--- src/ptdiv_cfg.svh ---
// Purpose : Constants of the periodic tick divider (offsets, fields, resets)
// Assumes : Included by bare name from every design file that needs it
// Notes   : Register byte address is four times the register index
`ifndef PTDIV_CFG_SVH
`define PTDIV_CFG_SVH

// ==========================================================
// Register indexes
`define PTDIV_IDX_RATE      10'h03B
`define PTDIV_IDX_STATUS    10'h040
`define PTDIV_IDX_CLEAR     10'h041
`define PTDIV_IDX_ENABLE    10'h042
`define PTDIV_IDX_CLKSEL    10'h043
`define PTDIV_IDX_COUNT     10'h044

// ==========================================================
// Field positions
`define PTDIV_DEC_BIT       7
`define PTDIV_PRE_MSB       6
`define PTDIV_PRE_LSB       4
`define PTDIV_MOD_MSB       3
`define PTDIV_MOD_LSB       0
`define PTDIV_SEL_BIT       1
`define PTDIV_PSEUDO_BIT    6
`define PTDIV_TICK_BIT      0
`define PTDIV_LOST_BIT      1

// ==========================================================
// Reset values
`define PTDIV_RATE_RST      8'h00
`define PTDIV_CLKSEL_RST    8'h00
`define PTDIV_EVT_RST       2'h0

// ==========================================================
// Prescale values
`define PTDIV_BIN_EXP_BASE  9
`define PTDIV_DEC_PRE0      1000
`define PTDIV_DEC_PRE1      2000
`define PTDIV_DEC_PRE2      5000
`define PTDIV_DEC_PRE3      10000
`define PTDIV_DEC_PRE4      20000
`define PTDIV_DEC_PRE5      50000
`define PTDIV_DEC_PRE6      100000
`define PTDIV_DEC_PRE7      200000

`endif

--- src/ptdiv_pkg.sv ---
// Purpose : Shared types of the periodic tick divider
// Assumes : Rate field layout matches ptdiv_cfg.svh
// Notes   : Used by name only, never imported
package ptdiv_pkg;

    // Tick rate control layout
    typedef struct packed {
        logic       decimal;
        logic [2:0] prescale;
        logic [3:0] modulus;
    } ptdiv_rate_t;

    // Clock-source controls
    typedef struct packed {
        logic pseudo_stop;
        logic osc_select;
    } ptdiv_clk_t;

    // Register decode result
    typedef enum {
        PTDIV_R_RATE,
        PTDIV_R_STATUS,
        PTDIV_R_CLEAR,
        PTDIV_R_ENABLE,
        PTDIV_R_CLKSEL,
        PTDIV_R_COUNT,
        PTDIV_R_NONE
    } ptdiv_reg_t;

endpackage : ptdiv_pkg

--- src/ptdiv_top.sv ---
// Purpose : Periodic tick divider with APB register access and interrupt
// Assumes : Source clocks and mode inputs are synchronous to pclk
// Notes   : Zero-wait APB slave; unmapped or unaligned access gives pslverr
//
// Added by the designer: register access over APB.
`timescale 1ns/1ps
`include "ptdiv_cfg.svh"
module ptdiv_top #(
    parameter int ADDR_W = 12,
    parameter int CNT_W  = 22
) (
    input  wire logic              pclk,
    input  wire logic              presetn,
    input  wire logic              psel,
    input  wire logic              penable,
    input  wire logic              pwrite,
    input  wire logic [ADDR_W-1:0] paddr,
    input  wire logic [31:0]       pwdata,
    input  wire logic [3:0]        pstrb,
    output logic [31:0]            prdata,
    output logic                   pready,
    output logic                   pslverr,
    input  wire logic              internal_reference_clock,
    input  wire logic              external_oscillator_clock,
    input  wire logic              oscillator_up_status,
    input  wire logic              stop_mode,
    output logic                   periodic_tick_irq
);

    // ==========================================================
    // Register decode
    // Word-aligned map, one register per word
    // Index is the byte address shifted by two
    // Low address bits nonzero: access fails
    // Failed access: pslverr in access cycle only
    // Failed access changes no register
    // Status and count ignore writes, no error
    // Clear register reads back as zero
    // Only byte lane 0 carries writable register data
    // Strobe bit 0 low: write is dropped
    // Upper data bits read as zero
    // No wait states: pready tied high
    // Access phase always one cycle
    // Back-to-back transfers allowed
    // Decode is pure logic on paddr
    // Same decode feeds read and write
    // Hazard: paddr must hold through access

    // Map a byte address to a register; shared by read and write paths
    function automatic ptdiv_pkg::ptdiv_reg_t ptdiv_decode(input logic [ADDR_W-1:0] a);
        ptdiv_pkg::ptdiv_reg_t r;
        r = ptdiv_pkg::PTDIV_R_NONE;
        if (a[1:0] == 2'h0) begin
            case (a[ADDR_W-1:2])
                `PTDIV_IDX_RATE:   r = ptdiv_pkg::PTDIV_R_RATE;
                `PTDIV_IDX_STATUS: r = ptdiv_pkg::PTDIV_R_STATUS;
                `PTDIV_IDX_CLEAR:  r = ptdiv_pkg::PTDIV_R_CLEAR;
                `PTDIV_IDX_ENABLE: r = ptdiv_pkg::PTDIV_R_ENABLE;
                `PTDIV_IDX_CLKSEL: r = ptdiv_pkg::PTDIV_R_CLKSEL;
                `PTDIV_IDX_COUNT:  r = ptdiv_pkg::PTDIV_R_COUNT;
                default:           r = ptdiv_pkg::PTDIV_R_NONE;
            endcase
        end
        return r;
    endfunction : ptdiv_decode

    ptdiv_pkg::ptdiv_reg_t  reg_sel;
    logic                   setup_phase;
    logic                   access_phase;
    logic                   wr_access;
    logic                   low_lane;

    // Bus phases; writes land only in the access phase
    assign reg_sel      = ptdiv_decode(paddr);
    assign setup_phase  = psel && !penable;
    assign access_phase = psel && penable;
    assign wr_access    = access_phase && pwrite;
    // All writable registers are one byte wide and live in lane 0
    assign low_lane     = pstrb[0];

    // ==========================================================
    // Register state
    // Rate: decimal, prescale, modulus
    // Any accepted rate write restarts
    // Even a same-value write restarts
    // Clock select: source and pseudo-stop
    // Source forced low, oscillator down
    // Write of one ignored in that case
    // Forcing beats a write in one edge
    // Pseudo-stop bit is plain storage
    // Enable mask shares status layout
    // Bit 0 tick, bit 1 oscillator loss
    // Writes land only in access phase
    // Setup phase changes no state
    // Rate resets to binary off
    // Software disables with that value
    // All reset values are constants
    // Limitation: no write protection

    ptdiv_pkg::ptdiv_rate_t rate_ff;
    ptdiv_pkg::ptdiv_clk_t  clk_ff;
    logic [1:0]             enable_ff;
    logic [1:0]             status_ff;
    logic [1:0]             nxt_status;
    logic                   rate_wr;
    logic                   clksel_wr;
    logic                   clear_wr;
    logic                   enable_wr;

    assign rate_wr   = wr_access && low_lane && (reg_sel == ptdiv_pkg::PTDIV_R_RATE);
    assign clksel_wr = wr_access && low_lane && (reg_sel == ptdiv_pkg::PTDIV_R_CLKSEL);
    assign clear_wr  = wr_access && low_lane && (reg_sel == ptdiv_pkg::PTDIV_R_CLEAR);
    assign enable_wr = wr_access && low_lane && (reg_sel == ptdiv_pkg::PTDIV_R_ENABLE);

    // Tick rate control, writable at any time
    always_ff @(posedge pclk or negedge presetn) begin
        if (!presetn) begin
            rate_ff <= ptdiv_pkg::ptdiv_rate_t'(`PTDIV_RATE_RST);
        end else if (rate_wr) begin
            rate_ff <= ptdiv_pkg::ptdiv_rate_t'(pwdata[7:0]);
        end
    end

    // Clock select and pseudo-stop controls
    always_ff @(posedge pclk or negedge presetn) begin
        if (!presetn) begin
            clk_ff <= '0;
        end else begin
            if (clksel_wr) begin
                clk_ff.pseudo_stop <= pwdata[`PTDIV_PSEUDO_BIT];
            end
            // Oscillator loss wins over any write that tries to set it
            if (!oscillator_up_status) begin
                clk_ff.osc_select <= 1'b0;
            end else if (clksel_wr) begin
                clk_ff.osc_select <= pwdata[`PTDIV_SEL_BIT];
            end
        end
    end

    // Interrupt enable mask
    always_ff @(posedge pclk or negedge presetn) begin
        if (!presetn) begin
            enable_ff <= `PTDIV_EVT_RST;
        end else if (enable_wr) begin
            enable_ff <= pwdata[1:0];
        end
    end

    // ==========================================================
    // Restart detection
    // Two causes of a fresh period
    // One: any accepted rate write
    // Two: the source select changes
    // Select change seen one edge late
    // Stored copy of select is compared
    // Covers writes and forced clears
    // Same-value select write: no change
    // Restart clears the count
    // Restart beats counting
    // Period end in restart edge dropped
    // Trade-off: one edge of latency
    // Buys a compare of two flops only
    // No combinational path from bus
    // Copy resets like the select
    // So reset gives no false restart
    // Status flags untouched by restart

    logic sel_seen_ff;
    logic sel_changed;
    logic restart;

    // Last select value the counter has seen
    always_ff @(posedge pclk or negedge presetn) begin
        if (!presetn) begin
            sel_seen_ff <= 1'b0;
        end else begin
            sel_seen_ff <= clk_ff.osc_select;
        end
    end

    // Writing the same select value is no change and no restart
    assign sel_changed = sel_seen_ff != clk_ff.osc_select;
    assign restart     = rate_wr || sel_changed;

    // ==========================================================
    // Divider
    // Counts rises of the chosen source
    // Internal reference at select 0
    // Oscillator at select 1
    // Sources are levels sampled at pclk
    // Limitation: source under half pclk
    // Ratio: prescale times modulus plus one
    // Binary prescale zero: generator off
    // Off holds the count at zero
    // Decimal family has no off code
    // Stop mode halts the count
    // Except pseudo-stop on oscillator
    // Halted count keeps its value
    // Counting resumes from that value
    // Last edge of period wraps to zero
    // Wrap needs no software action
    // Width covers the largest ratio

    logic [CNT_W-1:0] ratio;
    logic             gen_off;
    logic             src_edge;
    logic             run;
    logic             period_end;
    logic [CNT_W-1:0] cnt_ff;

    ptdiv_ratio #(
        .CNT_W (CNT_W)
    ) u_ratio (
        .rate  (rate_ff),
        .ratio (ratio),
        .off   (gen_off)
    );

    ptdiv_src_edge u_src (
        .pclk                      (pclk),
        .presetn                   (presetn),
        .internal_reference_clock  (internal_reference_clock),
        .external_oscillator_clock (external_oscillator_clock),
        .osc_select                (clk_ff.osc_select),
        .src_edge                  (src_edge)
    );

    // Stop mode freezes the count unless pseudo-stop runs the oscillator
    assign run = !stop_mode || (clk_ff.pseudo_stop && clk_ff.osc_select);

    // Last source edge of the period
    assign period_end = run && src_edge && !gen_off && (cnt_ff == ratio - CNT_W'(1));

    // Tick counter; a restart takes priority over counting
    always_ff @(posedge pclk or negedge presetn) begin
        if (!presetn) begin
            cnt_ff <= '0;
        end else if (restart || gen_off) begin
            cnt_ff <= '0;
        end else if (period_end) begin
            cnt_ff <= '0;
        end else if (run && src_edge) begin
            cnt_ff <= cnt_ff + CNT_W'(1);
        end
        // When not running nothing is assigned: the count is held
    end

    // ==========================================================
    // Events and interrupt
    // Two sticky status flags
    // Tick flag set at period end
    // Loss flag set as select is forced
    // Loss stands one cycle at most
    // Next edge the select is low
    // Flags clear by writing ones
    // Clear acts bit by bit
    // Zero bits in a clear do nothing
    // Event and clear together: event wins
    // Avoids a tick lost to a clear race
    // Mask gates the interrupt only
    // Flags set enabled or not
    // Interrupt is a level
    // High while an enabled flag stands
    // Drops once the flag is cleared
    // Driven from registers only

    logic [1:0] events;
    logic       osc_lost;

    // Oscillator loss that drops an active select
    assign osc_lost = clk_ff.osc_select && !oscillator_up_status;

    // A fresh write restarts before the old period could complete
    assign events[`PTDIV_TICK_BIT] = period_end && !restart;
    assign events[`PTDIV_LOST_BIT] = osc_lost;

    // Sticky status; a new event beats a clear in the same cycle
    always_comb begin
        nxt_status = status_ff;
        if (clear_wr) begin
            nxt_status = status_ff & ~pwdata[1:0];
        end
        nxt_status = nxt_status | events;
    end

    always_ff @(posedge pclk or negedge presetn) begin
        if (!presetn) begin
            status_ff <= `PTDIV_EVT_RST;
        end else begin
            status_ff <= nxt_status;
        end
    end

    // Level interrupt while an enabled flag stands
    assign periodic_tick_irq = |(status_ff & enable_ff);

    // ==========================================================
    // Read path
    // One mux for all readable registers
    // Mux follows the decoded select
    // Value taken at the setup edge
    // Access shows a registered value
    // Held until the next read setup
    // Writes never disturb it
    // Trade-off: value one edge old
    // Count may move by one meanwhile
    // Unmapped reads zero with pslverr
    // Count read gives full width
    // Clock select shows both bits
    // Other bits of that word zero
    // Rate read shows the stored byte
    // Status read shows both flags
    // Enable read shows the mask
    // Handshake outputs combinational

    logic [31:0] rd_value;
    logic [31:0] prdata_ff;

    // Read mux; clear register is write-only and reads zero
    always_comb begin
        rd_value = 32'h0000_0000;
        case (reg_sel)
            ptdiv_pkg::PTDIV_R_RATE:   rd_value = {24'h00_0000, rate_ff};
            ptdiv_pkg::PTDIV_R_STATUS: rd_value = {30'h0000_0000, status_ff};
            ptdiv_pkg::PTDIV_R_ENABLE: rd_value = {30'h0000_0000, enable_ff};
            ptdiv_pkg::PTDIV_R_CLKSEL: begin
                rd_value[`PTDIV_PSEUDO_BIT] = clk_ff.pseudo_stop;
                rd_value[`PTDIV_SEL_BIT]  = clk_ff.osc_select;
            end
            ptdiv_pkg::PTDIV_R_COUNT:  rd_value = 32'(cnt_ff);
            default:                   rd_value = 32'h0000_0000;
        endcase
    end

    // Captured in setup so the access phase presents a registered value
    always_ff @(posedge pclk or negedge presetn) begin
        if (!presetn) begin
            prdata_ff <= 32'h0000_0000;
        end else if (setup_phase && !pwrite) begin
            prdata_ff <= rd_value;
        end
    end

    assign prdata  = prdata_ff;
    // Zero wait states keep software timing simple
    assign pready  = 1'b1;
    assign pslverr = access_phase && (reg_sel == ptdiv_pkg::PTDIV_R_NONE);

endmodule : ptdiv_top

--- src/ptdiv_ratio.sv ---
// Purpose : Total divide ratio from the tick rate control value
// Assumes : Ratio fits in CNT_W bits
// Notes   : Pure combinational lookup
`timescale 1ns/1ps
`include "ptdiv_cfg.svh"
module ptdiv_ratio #(
    parameter int CNT_W = 22
) (
    input  wire ptdiv_pkg::ptdiv_rate_t rate,
    output logic [CNT_W-1:0] ratio,
    output logic             off
);
    // Prescale of the selected family
    function automatic logic [CNT_W-1:0] ptdiv_prescale(input ptdiv_pkg::ptdiv_rate_t r);
        logic [CNT_W-1:0] v;
        v = '0;
        if (r.decimal) begin
            case (r.prescale)
                3'h0:    v = CNT_W'(`PTDIV_DEC_PRE0);
                3'h1:    v = CNT_W'(`PTDIV_DEC_PRE1);
                3'h2:    v = CNT_W'(`PTDIV_DEC_PRE2);
                3'h3:    v = CNT_W'(`PTDIV_DEC_PRE3);
                3'h4:    v = CNT_W'(`PTDIV_DEC_PRE4);
                3'h5:    v = CNT_W'(`PTDIV_DEC_PRE5);
                3'h6:    v = CNT_W'(`PTDIV_DEC_PRE6);
                default: v = CNT_W'(`PTDIV_DEC_PRE7);
            endcase
        end else if (r.prescale != 3'h0) begin
            // Five-bit sum: code 7 needs a shift of 16
            v = CNT_W'(1) << (5'(r.prescale) + 5'(`PTDIV_BIN_EXP_BASE));
        end
        return v;
    endfunction : ptdiv_prescale

    logic [CNT_W+4:0] product;

    // Modulus multiplies prescale by value plus one
    assign product = ptdiv_prescale(rate) * ({1'b0, rate.modulus} + 5'h1);
    assign ratio   = product[CNT_W-1:0];
    assign off     = !rate.decimal && (rate.prescale == 3'h0);

endmodule : ptdiv_ratio

--- src/ptdiv_src_edge.sv ---
// Purpose : Select the tick clock source and mark its rising edges
// Assumes : Both source clocks are levels synchronous to pclk
// Notes   : Each source keeps its own history so a switch gives no false edge
`timescale 1ns/1ps
module ptdiv_src_edge (
    input  wire logic pclk,
    input  wire logic presetn,
    input  wire logic internal_reference_clock,
    input  wire logic external_oscillator_clock,
    input  wire logic osc_select,
    output logic      src_edge
);
    logic irc_prev_ff;
    logic osc_prev_ff;

    // Previous levels of both sources
    always_ff @(posedge pclk or negedge presetn) begin
        if (!presetn) begin
            irc_prev_ff <= 1'b0;
            osc_prev_ff <= 1'b0;
        end else begin
            irc_prev_ff <= internal_reference_clock;
            osc_prev_ff <= external_oscillator_clock;
        end
    end

    // Rising edge of the selected source
    assign src_edge = osc_select ? (external_oscillator_clock && !osc_prev_ff)
                                 : (internal_reference_clock && !irc_prev_ff);

endmodule : ptdiv_src_edge

--- config.mk ---
export PLATFORM = sky130hd
export DESIGN_NAME = ptdiv_top
export DESIGN_NICKNAME = d
export VERILOG_FILES = /design/src/ptdiv_pkg.sv /design/src/ptdiv_top.sv /design/src/ptdiv_ratio.sv /design/src/ptdiv_src_edge.sv
export VERILOG_INCLUDE_DIRS = /design/src
export SDC_FILE = /design/constraint.sdc
export NUM_CORES = 1
export LEC_CHECK = 0
export ABC_CLOCK_PERIOD_IN_PS = 6500
export BUFFER_PORTS_ARGS = -buffer_cell sky130_fd_sc_hd__buf_4
export CORE_MARGIN = 10
export CORE_UTILIZATION = 45
export DETAILED_ROUTE_END_ITERATION = 6
export GPL_TIMING_DRIVEN = 0
export SYNTH_ARGS = -nofsm -noshare
export SYNTH_HDL_FRONTEND = slang
export SYNTH_SLANG_ARGS = --single-unit
--- constraint.sdc ---
create_clock -name pclk -period 6.5 [get_ports pclk]
set_clock_uncertainty 0.1 [all_clocks]
set_input_delay 0.325 -clock pclk [delete_from_list [all_inputs] [get_ports pclk]]
set_output_delay 0.325 -clock pclk [all_outputs]
set_load 0.02 [all_outputs]
-- Word-level counts from Yosys, hierarchy flattened
Cells that the tools add are included.
- $add $sub $neg: 4
- multipliers: 1
- equality and inequality tests: 23
- shift operators: 1
- multiplexer cells: 17
- bitwise operators: 4
- reduce and logical (&&, ||, !) cells: 38
- operators by type and width (cell ; number):
    == test 32 x 3 -> 1 bit, second input constant ; 4
    one-hot mux 18 bit (7 select lines) ; 1
    two-way mux 22 bit ; 5
    == test 32 x 4 -> 1 bit, second input constant ; 2
    logical NOT 32 bit ; 2
    == test 10 x 7 -> 1 bit, second input constant ; 5
    == test 32 x 1 -> 1 bit, second input constant ; 1
    == test 32 x 2 -> 1 bit, second input constant ; 1
    two-way mux 32 bit ; 1
    one-hot mux 15 bit (2 select lines) ; 1
    multiplier 22 x 27 -> 22 bit ; 1
    adder 22 x 1 -> 22 bit, second input constant ; 1
    == test 22 bit ; 1
    << shifter 1 x 5 -> 22 bit, first input constant ; 1
    subtractor 22 x 1 -> 22 bit, second input constant ; 1
    logical AND 1 bit ; 19
    one-hot mux 3 bit (6 select lines) ; 1
    == test 10 x 6 -> 1 bit, second input constant ; 1
    == test 3 bit, second input constant ; 3
    logical NOT 1 bit ; 9
    one-hot mux 4 bit (2 select lines) ; 1
    == test 3 x 2 -> 1 bit, second input constant ; 2
    nonzero test 3 bit ; 2
    adder 3 x 4 -> 5 bit, second input constant ; 1
    16 further kinds ; 21
- flip-flop bits (word level): 71
- input port bits: 57
- output and inout bits: 35
- word-level logic and storage cells: 100

-- Logic depth before layout (Yosys ltp)
Gate-level depths: netlist of the first run.
- depth after elaboration: 10
- depth in mapped cells: 24
- mapped depth without buffers: 22

-- Modules after synthesis
From an unflattened synthesis of the first run, not the netlist that was laid out.
- cell total of the unflattened synthesis: 833
- area total of the unflattened synthesis: 6946.7 um2
- by module, submodules not included (module ; instances ; cells an instance ; area an instance (um2) ; sequential area each (um2)):
    ptdiv_top ; 1 ; 420 ; 3751.1 ; 1476.4
    ptdiv_ratio ; 1 ; 408 ; 3121.7 ; 0.0
    ptdiv_src_edge ; 1 ; 5 ; 73.8 ; 50.0

-- Worst setup path after synthesis of the first run
No wires, ideal clock.
- path type: reg2reg
- start: register rate_ff[7] (netlist name)
- end: register cnt_ff[1]
- library setup time: 122 ps
- data arrival time: 5341 ps
- data required time: 6278 ps
- setup slack: 938 ps
- stages on the path, launching flop included: 23
- path buffers: 5
- period minus slack after synthesis: 5562 ps
- cells stage by stage: dfrtp_1 -> clkbuf_1 -> clkbuf_1 -> xor2_1 -> and3_1 -> and2_1 -> fa_1 -> inv_1 -> fa_1 -> fa_1 -> inv_1 -> ha_1 -> buf_2 -> a21o_1 -> or3_1 -> o2111ai_1 -> a41oi_1 -> a41oi_1 -> nand4_1 -> or4_1 -> buf_2 -> buf_6 -> a32o_1
- word-level cells in the longest chain between the ends: 7
- elaborated cells on any way between the ends: 13
- those cells by class: 1 x add/sub; 1 x mul; 1 x eq/ne; 3 x mux; 7 x reduce/logical
- RTL lines (item ; line ; text):
    start: declaration ; ptdiv_top.sv:100 ; ptdiv_pkg::ptdiv_rate_t rate_ff;
    start signal: assignment ; ptdiv_top.sv:118 ; rate_ff <= ptdiv_pkg::ptdiv_rate_t'(`PTDIV_RATE_RST);
    start signal: assignment ; ptdiv_top.sv:120 ; rate_ff <= ptdiv_pkg::ptdiv_rate_t'(pwdata[7:0]);
    two-way mux 22 bit or logical NOT 1 bit (tied branches) ; ptdiv_ratio.sv:17, ptdiv_ratio.sv:40 ;
    multiplier 22 x 27 -> 22 bit or logical AND 1 bit (tied branches) ; ptdiv_ratio.sv:38, ptdiv_ratio.sv:40 ;
    subtractor 22 x 1 -> 22 bit or logical NOT 1 bit (tied branches) ; ptdiv_top.sv:233 ; assign period_end = run && src_edge && !gen_off && (cnt_ff == ratio - CNT_W'(1));
    == test 22 bit or logical AND 1 bit (tied branches) ; ptdiv_top.sv:233 ;
    logical AND 1 bit ; ptdiv_top.sv:233 ;
    two-way mux 22 bit ; ptdiv_top.sv:241 ; end else if (period_end) begin
    two-way mux 22 bit ; ptdiv_top.sv:239 ; end else if (restart || gen_off) begin
    end signal: assignment ; ptdiv_top.sv:244 ; cnt_ff <= cnt_ff + CNT_W'(1);
    end: declaration ; ptdiv_top.sv:210 ; logic [CNT_W-1:0] cnt_ff;
Several ways; a longest one is shown, not always the timed one.
A chain may end at the register's enable or synchronous reset.

-- Worst setup path in the final report of the first run
- start: register rate_ff[1] (netlist name)
- end: register cnt_ff[16]
- word-level cells in the longest chain between the ends: 7
- elaborated cells on any way between the ends: 8
- those cells by class: 2 x add/sub; 1 x mul; 1 x eq/ne; 2 x mux; 2 x reduce/logical
- RTL lines (item ; line ; text):
    adder 4 x 1 -> 5 bit * ; ptdiv_ratio.sv:38 ; assign product = ptdiv_prescale(rate) * ({1'b0, rate.modulus} + 5'h1);
    multiplier 22 x 27 -> 22 bit * ; ptdiv_ratio.sv:38 ;
    subtractor 22 x 1 -> 22 bit * ; ptdiv_top.sv:233 ;
    == test 22 bit * ; ptdiv_top.sv:233 ;
    logical AND 1 bit * ; ptdiv_top.sv:233 ;
    two-way mux 22 bit ; ptdiv_top.sv:241 ;
    two-way mux 22 bit ; ptdiv_top.sv:239 ;
Every way passes the cells marked *; elsewhere a longest branch is shown, timed or not.

==> out/qor.txt, run 1 <==
Max Cap Viol: 0
I/O pin count: 92
Peak VDD IR: 0.1886 mV
Wirelength per Cell: 16.95 um
Slew Limit Fails: 0
CTS tree: yes
vias in the first global route: 6284
critical path required time: 6.60 ns
Multi-input gate area: 0.004921 sq mm
Slew headroom: 44.84%
Synth Flop Type: dfrtp_1
Layout fillers: 1472
Vias per Instance: 5.543
Leakage Power: 3.663 nW
chip height: 143.8 um
share of layout cells above drive strength 1: 13.60%
synthesis-to-finish area growth: 15.89%
EDFF count, synth: 0
FF+latch area: 0.001526 sq mm
final setup TNS: 0 ns
CTS max path bufs: 2
period utilization: 94.24%
RSZ-0062 raised after global routing: false
number of port buffers: 52
Post-Synthesis Cells: 838
CTS clk-pin slew, worst paths: 0.05 ns
path depth of the worst reg2reg path: 22
flop2flop setup slack: 0.37 ns
hold buffer count at cts: 0
kind of critical path: flip-flop to flip-flop
syn avg cell area: 8.230 sq um
# diodes: 0
Yosys top cell by area: dfrtp_1
Ys Warns: 0
all-layer global routing usage: 19.21%
GPL Wtd Cong: 0.9227
endpoint of the worst register-to-register path: cnt_ff[16]$_DFFE_PN0P_
failing checks: hold timing
top cell type's share of synthesized area: 22.13%
Placed Area: 0.007639 sq mm
Die ar.: 0.02068 sq mm
FF+latch count, synth: 61
first-pass GRT wire length: 31.79 mm
TritonCTS Buffers: 9
commonest non-fill, non-tap cells in the layout: nand2_1 (124), inv_1 (82), buf_4 (64)
R2R Path Start: rate_ff[1]$_DFFE_PN0P_
Final Hold Viols: 30
Die Wd: 143.8 um
initial antenna violation count: 0
FFs w/ async S/R, synth: 100.0%
htree depth: 3
Mapped Area: 0.006897 sq mm
Initial Utilization: 45.70%
Seq/Total Area, Yosys: 22.13%
Vias: 6219
synth unique cells: 67
DR iter-0 viols: 388
status: finished with violations
Routed Antenna Nets: 0
core area: 0.01509 sq mm
drt first pass iters: 5
top cells by area, synth: dfrtp_1 (22%), fa_1 (16%), ha_1 (7.8%)
CP Capture Type: flip-flop
total wire length: 19.02 mm
Clock Tree Root: clkbuf_16
commonest non-fill, non-tap cell in the layout: nand2_1
Setup crit start kind: flip-flop
worst skew pair latency: 0.33 ns
crit path time final: 6.126 ns
total power: 1.187 mW
PwrDens: 148.6 mW/mm^2
Final Util: 52.97%
Hold Worst Slack: -0.04487 ns
largest net degree at the start of global routing: 62
standard-cell rows: 45
WP data arrival: 6.23 ns
HP Class: input pin to async pin
Worst-Margin Slew: 0.8198 ns
remaining routing DRC violations: 0
clock sinks: 61
Nets: 1085
fmax: 163.2 MHz
remaining global-route overflow: 0
CP Max Fanout: 10
Finished Cell Area: 0.007993 sq mm
final setup violation count: 0
HPWL after DPL: 15.11 mm
[worst max-delay path by stage]
stage,from,endpoint,slack (ns)
final,rate_ff[1]$_DFFE_PN0P_,cnt_ff[16]$_DFFE_PN0P_,0.37
after global routing,rate_ff[1]$_DFFE_PN0P_,cnt_ff[4]$_DFFE_PN0P_,0.01
after CTS,rate_ff[5]$_DFFE_PN0P_,cnt_ff[16]$_DFFE_PN0P_,0.02
after detailed placement,rate_ff[7]$_DFFE_PN0P_,cnt_ff[16]$_DFFE_PN0P_,-0.15
after global placement,rate_ff[7]$_DFFE_PN0P_,cnt_ff[16]$_DFFE_PN0P_,-0.14
after floorplan,rate_ff[7]$_DFFE_PN0P_,cnt_ff[1]$_DFFE_PN0P_,0.94
[power by group]
| part | internal, mW | switching (mW) | leakage, nW | total (mW) |
|---|---|---|---|---|
| Sequential | 0.387 | 0.00527 | 0.833 | 0.392 |
| Clock | 0.305 | 0.176 | 0.140 | 0.482 |
| Combinational | 0.139 | 0.175 | 2.69 | 0.313 |
| Total | 0.831 | 0.356 | 3.66 | 1.19 |
[registers in the layout, summed over array words and instances, names as in the netlist]
register,flops
clk_ff,2
cnt_ff,22
enable_ff,2
prdata,22
rate_ff,8
sel_seen_ff,1
status_ff,2
u_src.irc_prev_ff,1
u_src.osc_prev_ff,1
[layer usage]
layer  wire, um  share of wire (%)  vias to the layer above  GRT usage [%]
met5          0                  0                        -              0
met4        474                2.5                        0          6.824
met3        815                4.3                       27          2.805
met2       8893                 47                      154          31.48
met1       8831                 46                     3041          25.22
li1           -                  -                     2997              -
[cells in the mapped netlist (4+ instances only)]
library cell / instances
nor4_1: 6
nand3_1: 55
nand4_1: 19
and3_1: 20
a31oi_1: 12
o211ai_1: 6
o22ai_1: 5
nor2_1: 58
o21ai_0: 18
a221oi_1: 6
nor3b_1: 5
ha_1: 43
xor2_1: 8
a21oi_1: 28
nand2_1: 124
buf_4: 11
dfrtp_1: 61
mux2_2: 11
a21o_1: 4
buf_2: 6
or3_1: 4
fa_1: 56
nor3_1: 17
clkbuf_1: 43
o311ai_1: 5
xnor2_1: 24
inv_1: 83
nor2b_1: 7
nand2b_1: 7
and2_1: 14
mux2i_1: 8
o21ai_1: 6
[cell type report]
class	count	area share [%]
multi-input combinational	663	61.57
sequential	61	19.10
timing repair buffer	53	4.978
inverter	83	3.898
buffer	58	3.741
clock buffer	10	2.990
tap	188	2.943
clock inverter	6	0.7827
[critical path: stages, from the launching register on]
cell	delay, ns
dfrtp_1	0.40
ha_1	0.27
and3_1	0.17
clkbuf_1	0.31
clkbuf_2	0.30
nand2_1	0.08
ha_1	0.32
fa_1	0.52
fa_1	0.55
inv_1	0.04
ha_1	0.26
clkbuf_1	0.35
nand4_1	0.24
a21oi_1	0.34
o41ai_2	0.13
buf_4	0.16
o21ai_0	0.21
xnor2_1	0.12
or4_1	0.51
buf_2	0.18
buf_2	0.22
nand3_1	0.10
o211ai_1	0.09
[metrics by stage]
| step | std cells | hold WS (ns) | setup slack, ns |
|---|---|---|---|
| 6_report | 1122 | -0.04487 | 0.3742 |
| 4_1_cts | 1124 | 0.001818 | 0.01545 |
| 2_1_floorplan | 869 | -0.07059 | 0.9376 |
| 3_3_place_gp | 1109 | 0.3448 | -0.1439 |
| 5_1_grt | 1122 | 0.01136 | 0.01152 |
| 3_5_place_dp | 1109 | 0.3454 | -0.1465 |
[cell families after synthesis]
group | share of synthesized area [%]
AO/OA/AOI/OAI | 12.08
other | 0.1089
buffers and inverters | 8.817
AND/OR/NAND/NOR | 25.05
XOR/XNOR | 4.300
adder cells (fa/ha/maj) | 24.06
flip-flops | 22.13
multiplexers | 3.447
[timing repair]
action / 4_1_cts / 5_1_grt
setup buffers: 0 / 1
setup endpoints to repair: 23 / 23
resized for setup: 2 / 27
pin swaps: 0 / 2
No activity file was read; power rests on OpenSTA's default activity.
==> run 2, diff against run 1 <==
- ABC_AREA: default -> 1
- SLEW_MARGIN: default -> 5
==> run 2 against run 1 <==
  * The run now ends clean
  * Final cell count up 19%
  * Via count increased by 3.2%
  * Critical path depth is 3 higher
  * Design area increased by 5.6%
  * Sequential share of layout area is 1.0 points lower
  * Fmax rose by 8.9%
  * First-iteration DRC count is 19% lower
  * Die area increased by 4.9%
  * Sequential power hardly changed
  * Synthesized cell count up 22%
  * Sequential cell count stayed put
==> out/qor.txt, run 2 <==
status: complete, no violations (was finished with violations)
met2 usage: 29.98% (was 31.48%)
Worst-Margin Slew: 0.7899 ns (was 0.8198 ns)
final setup violation count: 0 (unchanged)
final setup TNS: 0 ns (unchanged)
kind of critical path: flip-flop to flip-flop (unchanged)
critical path required time: 6.62 ns (was 6.60 ns)
clock sinks: 61 (unchanged)
Vias: 6417 (was 6219)
HPWL after DPL: 15.37 mm (was 15.11 mm)
WP data arrival: 5.74 ns (was 6.23 ns)
Leakage Power: 4.395 nW (was 3.663 nW)
initial antenna violation count: 0 (unchanged)
vias in the first global route: 6525 (was 6284)
Die ar.: 0.02168 sq mm (was 0.02068 sq mm)
Vias per Instance: 4.800 (was 5.543)
all-layer global routing usage: 17.58% (was 19.21%)
met3 usage: 2.672% (was 2.805%)
Mapped Area: 0.007287 sq mm (was 0.006897 sq mm)
synth unique cells: 49 (was 67)
top cells by area, synth: dfrtp_1 (21%), fa_1 (15%), nand2_1 (14%) (was dfrtp_1 (22%), fa_1 (16%), ha_1 (7.8%))
total power: 1.292 mW (was 1.187 mW)
top cell type's share of synthesized area: 20.95% (was 22.13%)
CTS tree: yes (unchanged)
htree depth: 3 (unchanged)
Post-Synthesis Cells: 1020 (was 838)
drt first pass iters: 4 (was 5)
Peak VDD IR: 0.1369 mV (was 0.1886 mV)
FFs w/ async S/R, synth: 100.0% (unchanged)
CTS max path bufs: 2 (unchanged)
standard-cell rows: 46 (was 45)
HP Class: input pin to flip-flop (was input pin to async pin)
crit path time final: 5.623 ns (was 6.126 ns)
Yosys top cell by area: dfrtp_1 (unchanged)
# diodes: 0 (unchanged)
largest family of logic cells by synthesized area: simple AND/OR/NAND/NOR gates (unchanged)
mux contribution to synthesized area: 1.374% (was 3.447%)
Synth Flop Type: dfrtp_1 (unchanged)
GRT met1 Usage: 22.78% (was 25.22%)
Post-CTS Setup Bufs: 0 (unchanged)
EDFF count, synth: 0 (unchanged)
CTS clk-pin slew, worst paths: 0.05 ns (about the same)
CP Capture Type: flip-flop (unchanged)
share of layout cells above drive strength 1: 11.60% (was 13.60%)
Max Cap Viol: 0 (unchanged)
period utilization: 86.50% (was 94.24%)
post-synthesis adder-cell area fraction: 22.77% (was 24.06%)
post-synthesis compound-gate area fraction: 5.855% (was 12.08%)
count leader, synth: nand2_1 (unchanged)
TritonCTS Buffers: 9 (unchanged)
simple-gate share of the synthesized area: 29.81% (was 25.05%)
largest net degree at the start of global routing: 62 (unchanged)
RSZ-0062 raised after global routing: false (unchanged)
GPL Wtd Cong: 0.8765 (was 0.9227)
remaining routing DRC violations: 0 (unchanged)
Slew headroom: 47.34% (was 44.84%)
Seq/Total Area, Yosys: 20.95% (was 22.13%)
total wire length: 18.50 mm (was 19.02 mm)
FF+latch count, synth: 61 (unchanged)
PwrDens: 153.0 mW/mm^2 (was 148.6 mW/mm^2)
Ys Warns: 0 (unchanged)
chip height: 147.3 um (was 143.8 um)
commonest non-fill, non-tap cells in the layout: nand2_1 (277), inv_1 (196), nor2_1 (92) (was nand2_1 (124), inv_1 (82), buf_4 (64))
first-pass GRT wire length: 31.64 mm (was 31.79 mm)
commonest non-fill, non-tap cell in the layout: nand2_1 (unchanged)
Wirelength per Cell: 13.84 um (was 16.95 um)
Clock Tree Root: clkbuf_16 (unchanged)
core area: 0.01589 sq mm (was 0.01509 sq mm)
ranking of synthesized cells by instance count: nand2_1 (277), inv_1 (196), nor2_1 (92) (was nand2_1 (124), inv_1 (83), dfrtp_1 (61))
Die Wd: 147.3 um (was 143.8 um)
synthesis-to-finish area growth: 15.83% (was 15.89%)
remaining global-route overflow: 0 (unchanged)
XOR/XNOR share of the synthesized area: 5.752% (was 4.300%)
Layout fillers: 1653 (was 1472)
Nets: 1272 (was 1085)
Resized Gates After CTS: 0 (was 2)
Setup crit start kind: flip-flop (unchanged)
Initial Utilization: 45.87% (was 45.70%)
syn avg cell area: 7.144 sq um (was 8.230 sq um)
number of port buffers: 53 (was 52)
fmax: 177.9 MHz (was 163.2 MHz)
I/O pin count: 92 (unchanged)
Final Hold Viols: 0 (was 30)
Slew Limit Fails: 0 (unchanged)
DR iter-0 viols: 316 (was 388)
Final Util: 53.13% (was 52.97%)
Routed Antenna Nets: 0 (unchanged)
worst skew pair latency: 0.33 ns (about the same)
CP Max Fanout: 10 (unchanged)
busiest grt layer: met2 (unchanged)
-- run 2: cell count changes after synthesis, moves of 13 or more --
cell      change
and3_1       -20
inv_1       +113
clkbuf_1     -31
nand2_1     +153
nand4_1      +14
xor2_1       +21
a21oi_1      -13
nor2_1       +34
-- run 2: worst paths after layout --
kind / from / endpoint / slack [ns] / depth (start not counted)
worst max-delay path: rate_ff[0]$_DFFE_PN0P_ / cnt_ff[13]$_DFFE_PN0P_ / 0.88 / 25
worst min-delay path: external_oscillator_clock / u_src.osc_prev_ff$_DFF_PN0_ / 0.01 / 1
worst max register to register: rate_ff[0]$_DFFE_PN0P_ / cnt_ff[13]$_DFFE_PN0P_ / 0.88 / 25
worst min register to register: clk_ff[0]$_DFFE_PN0P_ / sel_seen_ff$_DFF_PN0_ / 0.35 / 0
max in group asynchronous: presetn / rate_ff[7]$_DFFE_PN0P_ / 5.24 / 2
min in group asynchronous: presetn / cnt_ff[7]$_DFFE_PN0P_ / 0.51 / 2
-- run 2: final cells by class --
cell class,instances,area (sq um),share of cell area [%]
multi-input cells,752,4901,58.06
flip-flops and latches,61,1526,18.08
inverters,200,750.7,8.894
repair buffers,54,407.9,4.832
well taps,216,270.3,3.202
clock buffers,11,252.7,2.994
plain buffers,38,225.2,2.668
clock inverters,5,106.4,1.260
-- run 2: what timing repair did --
action                                 in CTS  in global routing
endpoints found under the hold margin      24                  0
hold buffers                                1                  0
setup endpoints to repair                   0                  0
-- run 2: stage by stage --
| stage | hold WS, ns | cells | setup WS, ns | instance area [sq um] |
|---|---|---|---|---|
| after global placement | 0.3397 | 1320 | 0.9142 | 8071 |
| final | 0.01235 | 1337 | 0.8774 | 8441 |
| after detailed placement | 0.3398 | 1320 | 0.8853 | 8071 |
| after global routing | 0.01237 | 1337 | 0.4000 | 8441 |
| after floorplan | -0.07059 | 1051 | 1.779 | 7403 |
| after CTS | 0.003826 | 1337 | 0.8702 | 8441 |
-- run 2: where the power goes --
group | total, mW | leakage, nW | internal, mW | switching, mW
Sequential | 0.390 | 0.835 | 0.386 | 0.00434
Combinational | 0.332 | 3.39 | 0.131 | 0.201
Clock | 0.570 | 0.172 | 0.396 | 0.174
-- run 2: cell families (layout without fill, tap and decap cells) --
family,count (synthesis),in the layout
multiplexers,7,7
XOR/XNOR,47,47
AO/OA/AOI/OAI,70,70
adder cells (fa/ha/maj),99,99
AND/OR/NAND/NOR,496,496
other,2,33
flip-flops,61,61
buffers and inverters,238,308
-- run 2: routing by layer --
layer / routed length [um] / up-vias
li1: - / 3295
met1: 8746 / 3009
met2: 8861 / 100
met3: 719 / 13
met4: 174 / 0
met5: 0 / -
-- run 2: critical path, cell delays in order, from the launching register on --
cell,delay [ns]
dfrtp_1,0.47
ha_1,0.26
xor2_1,0.43
clkinv_1,0.43
nor2_1,0.26
fa_1,0.41
inv_1,0.08
fa_1,0.44
fa_1,0.55
inv_1,0.04
ha_1,0.38
nand2_1,0.17
inv_1,0.07
a21oi_1,0.19
nand2_1,0.12
nand2_1,0.12
nand2_1,0.08
nand2_1,0.09
nand3_1,0.07
nand2_1,0.07
nand2_1,0.05
nor2_2,0.11
nand3_2,0.15
buf_6,0.19
nand4_1,0.08
nand2_1,0.06
==> run 3, diff against run 2 <==
- ABC_AREA: 1 -> default
- ABC_CLOCK_PERIOD_IN_PS: 6500 -> 7100
- clock period: 6.5 -> 7.1 ns (I/O delays scaled with it)
==> run 3 against run 2 <==
  * Sequential share of layout area increased by 1.1 points
  * First-iteration DRC count increased by 45%
  * Combinational power decreased by 15%
  * Die area decreased by 4.6%
  * The run now ends with hold timing left
  * Hold slack got worse by 0.028 ns
  * Non-clock buffer count increased by 22
  * Setup slack got worse by 0.31 ns
  * Power decreased by 16%
==> out/qor.txt, run 3 (synthesis gave the netlist of run 1 again) <==
CTS clk-pin slew, worst paths: 0.06 ns (was 0.05 ns)
GPL Wtd Cong: 0.9227 (was 0.8765)
Psw: 322.9 uW (was 379.2 uW)
failing checks: hold timing
Slew Limit Fails: 0 (unchanged)
critical path required time: 7.20 ns (was 6.62 ns)
Multi-input gate area: 0.004878 sq mm (was 0.004901 sq mm)
clock share of power: 40.8% (was 44.1%)
largest net degree at the start of global routing: 62 (unchanged)
Peak VDD IR: 0.1734 mV (was 0.1369 mV)
Routed Antenna Nets: 0 (unchanged)
Slew headroom: 47.05% (was 47.34%)
Leakage Power: 3.630 nW (was 4.395 nW)
Met2 Wirelength: 8.836 mm (was 8.861 mm)
Vias: 6166 (was 6417)
worst skew pair latency: 0.34 ns (was 0.33 ns)
period utilization: 92.01% (was 86.50%)
CP Capture Type: flip-flop (unchanged)
final setup TNS: 0 ns (unchanged)
synthesis-to-finish area growth: 15.15% (was 15.83%)
Vias per Instance: 5.481 (was 4.800)
I/O pin count: 92 (unchanged)
core area: 0.01509 sq mm (was 0.01589 sq mm)
htree depth: 3 (unchanged)
CP Max Fanout: 10 (unchanged)
Nets: 1088 (was 1272)
Wirelength per Cell: 16.79 um (was 13.84 um)
total wire length: 18.89 mm (was 18.50 mm)
chip height: 143.8 um (was 147.3 um)
share of layout cells above drive strength 1: 11.85% (was 11.60%)
TritonCTS Buffers: 9 (unchanged)
CTS tree: yes (unchanged)
first-pass GRT wire length: 31.80 mm (was 31.64 mm)
WP data arrival: 6.64 ns (was 5.74 ns)
standard-cell rows: 45 (was 46)
status: finished with violations (was complete, no violations)
Layout fillers: 1486 (was 1653)
Setup crit start kind: flip-flop (unchanged)
commonest non-fill, non-tap cells in the layout: nand2_1 (124), inv_1 (83), buf_4 (63) (was nand2_1 (277), inv_1 (196), nor2_1 (92))
Final Hold Viols: 15 (was 0)
clock sinks: 61 (unchanged)
remaining global-route overflow: 0 (unchanged)
fmax: 153.1 MHz (was 177.9 MHz)
PwrDens: 136.1 mW/mm^2 (was 153.0 mW/mm^2)
Clock Tree Root: clkbuf_16 (unchanged)
final setup violation count: 0 (unchanged)
DR iter-0 viols: 459 (was 316)
total power: 1.081 mW (was 1.292 mW)
# diodes: 0 (unchanged)
Initial Utilization: 45.70% (was 45.87%)
remaining routing DRC violations: 0 (unchanged)
Worst-Margin Slew: 0.7870 ns (was 0.7899 ns)
sequential share of power: 33.2% (was 30.2%)
Switching Share: 29.88% (was 29.36%)
Worst setup startpoint: rate_ff[0]$_DFFE_PN0P_ (unchanged)
Die ar.: 0.02068 sq mm (was 0.02168 sq mm)
CTS max path bufs: 2 (unchanged)
top layer in use: met4 (unchanged)
crit path time final: 6.533 ns (was 5.623 ns)
Hold Worst Slack: -0.01578 ns (was 0.01235 ns)
metal3 WL: 916 um (was 719 um)
R2R Path Start: rate_ff[0]$_DFFE_PN0P_ (unchanged)
all-layer global routing usage: 19.21% (was 17.58%)
kind of critical path: flip-flop to flip-flop (unchanged)
RSZ-0062 raised after global routing: false (unchanged)
met1 wire length: 8.673 mm (was 8.746 mm)
drt first pass iters: 6 (was 4)
HP Class: input pin to async pin (was input pin to flip-flop)
Int Pwr: 757.8 uW (was 912.4 uW)
Die Wd: 143.8 um (was 147.3 um)
vias in the first global route: 6275 (was 6525)
HPWL after DPL: 15.11 mm (was 15.37 mm)
FF+latch area: 0.001526 sq mm (unchanged)
number of port buffers: 52 (was 53)
initial antenna violation count: 0 (unchanged)
Logic pwr share: 26.0% (was 25.7%)
Max Cap Viol: 0 (unchanged)
commonest non-fill, non-tap cell in the layout: nand2_1 (unchanged)
-- run 3: through the flow --
stage	utilization, %	instance area (sq um)	instances	hold slack (ns)	setup slack [ns]
finish	52.63	7941	1125	-0.01578	0.5672
CTS	52.62	7940	1125	0.03182	0.3947
floorplan	-	7013	869	-0.04059	1.538
global placement	50.62	7639	1109	0.3564	0.4561
global route	52.63	7941	1125	0.04136	0.09026
detailed placement	50.62	7639	1109	0.3608	0.4535
-- run 3: per-layer routing --
layer,GRT usage (%),vias to the layer above
met3,2.805,28
met1,25.29,2981
met2,31.38,157
met4,6.824,0
met5,0,-
li1,-,3000
-- run 3: path summary, 6_finish.rpt --
kind | endpoint | slack [ns] | cells past startpoint
worst max register to register | cnt_ff[16]$_DFFE_PN0P_ | 0.57 | 21
worst min register to register | prdata[18]$_DFFE_PN0P_ | 0.37 | 2
min in group pclk | u_src.osc_prev_ff$_DFF_PN0_ | 0.04 | 1
max in group asynchronous | rate_ff[1]$_DFFE_PN0P_ | 6.37 | 1
worst min-delay path | cnt_ff[18]$_DFFE_PN0P_ | -0.02 | 1
worst max-delay path | cnt_ff[16]$_DFFE_PN0P_ | 0.57 | 21
-- run 3: layout make-up --
cell class                 count  share of cell area (%)
timing repair buffer          52                   4.916
multi-input combinational    663                   61.43
clock inverter                 6                  0.7878
inverter                      83                   3.923
buffer                        62                   3.750
tap                          188                   2.962
sequential                    61                   19.22
clock buffer                  10                   3.009
-- run 3: power by group through the flow --
| stage | logic (mW) | clock network, mW | registers, mW |
|---|---|---|---|
| after CTS | 0.277 | 0.446 | 0.359 |
| after global routing | 0.319 | 0.461 | 0.360 |
| final | 0.281 | 0.441 | 0.359 |
| after global placement | 0.272 | 0 | 0.365 |
| after detailed placement | 0.273 | 0 | 0.365 |
| after floorplan | 0.199 | 0 | 0.370 |
-- run 3: worst max-delay path, stage by stage, from the launching register on --
cell and delay [ns]:
dfrtp_1 0.36, clkbuf_1 0.36, nand3_1 0.15, xnor2_1 0.55, clkbuf_1 0.42, nand2_1 0.10
ha_1 0.32, fa_1 0.52, fa_1 0.55, inv_1 0.04, ha_1 0.27, clkbuf_1 0.22
a21oi_1 0.24, o21ai_1 0.22, o41ai_2 0.51, o21ai_0 0.20, xnor2_1 0.17, or4_1 0.51
buf_2 0.18, buf_2 0.22, nand3_1 0.10, o211ai_1 0.09
-- run 3: timing repair --
item | 4_1_cts | 5_1_grt
endpoints found under the setup margin | 0 | 20
gates resized for setup | 0 | 2
hold buffers | 0 | 0
setup buffers | 0 | 0
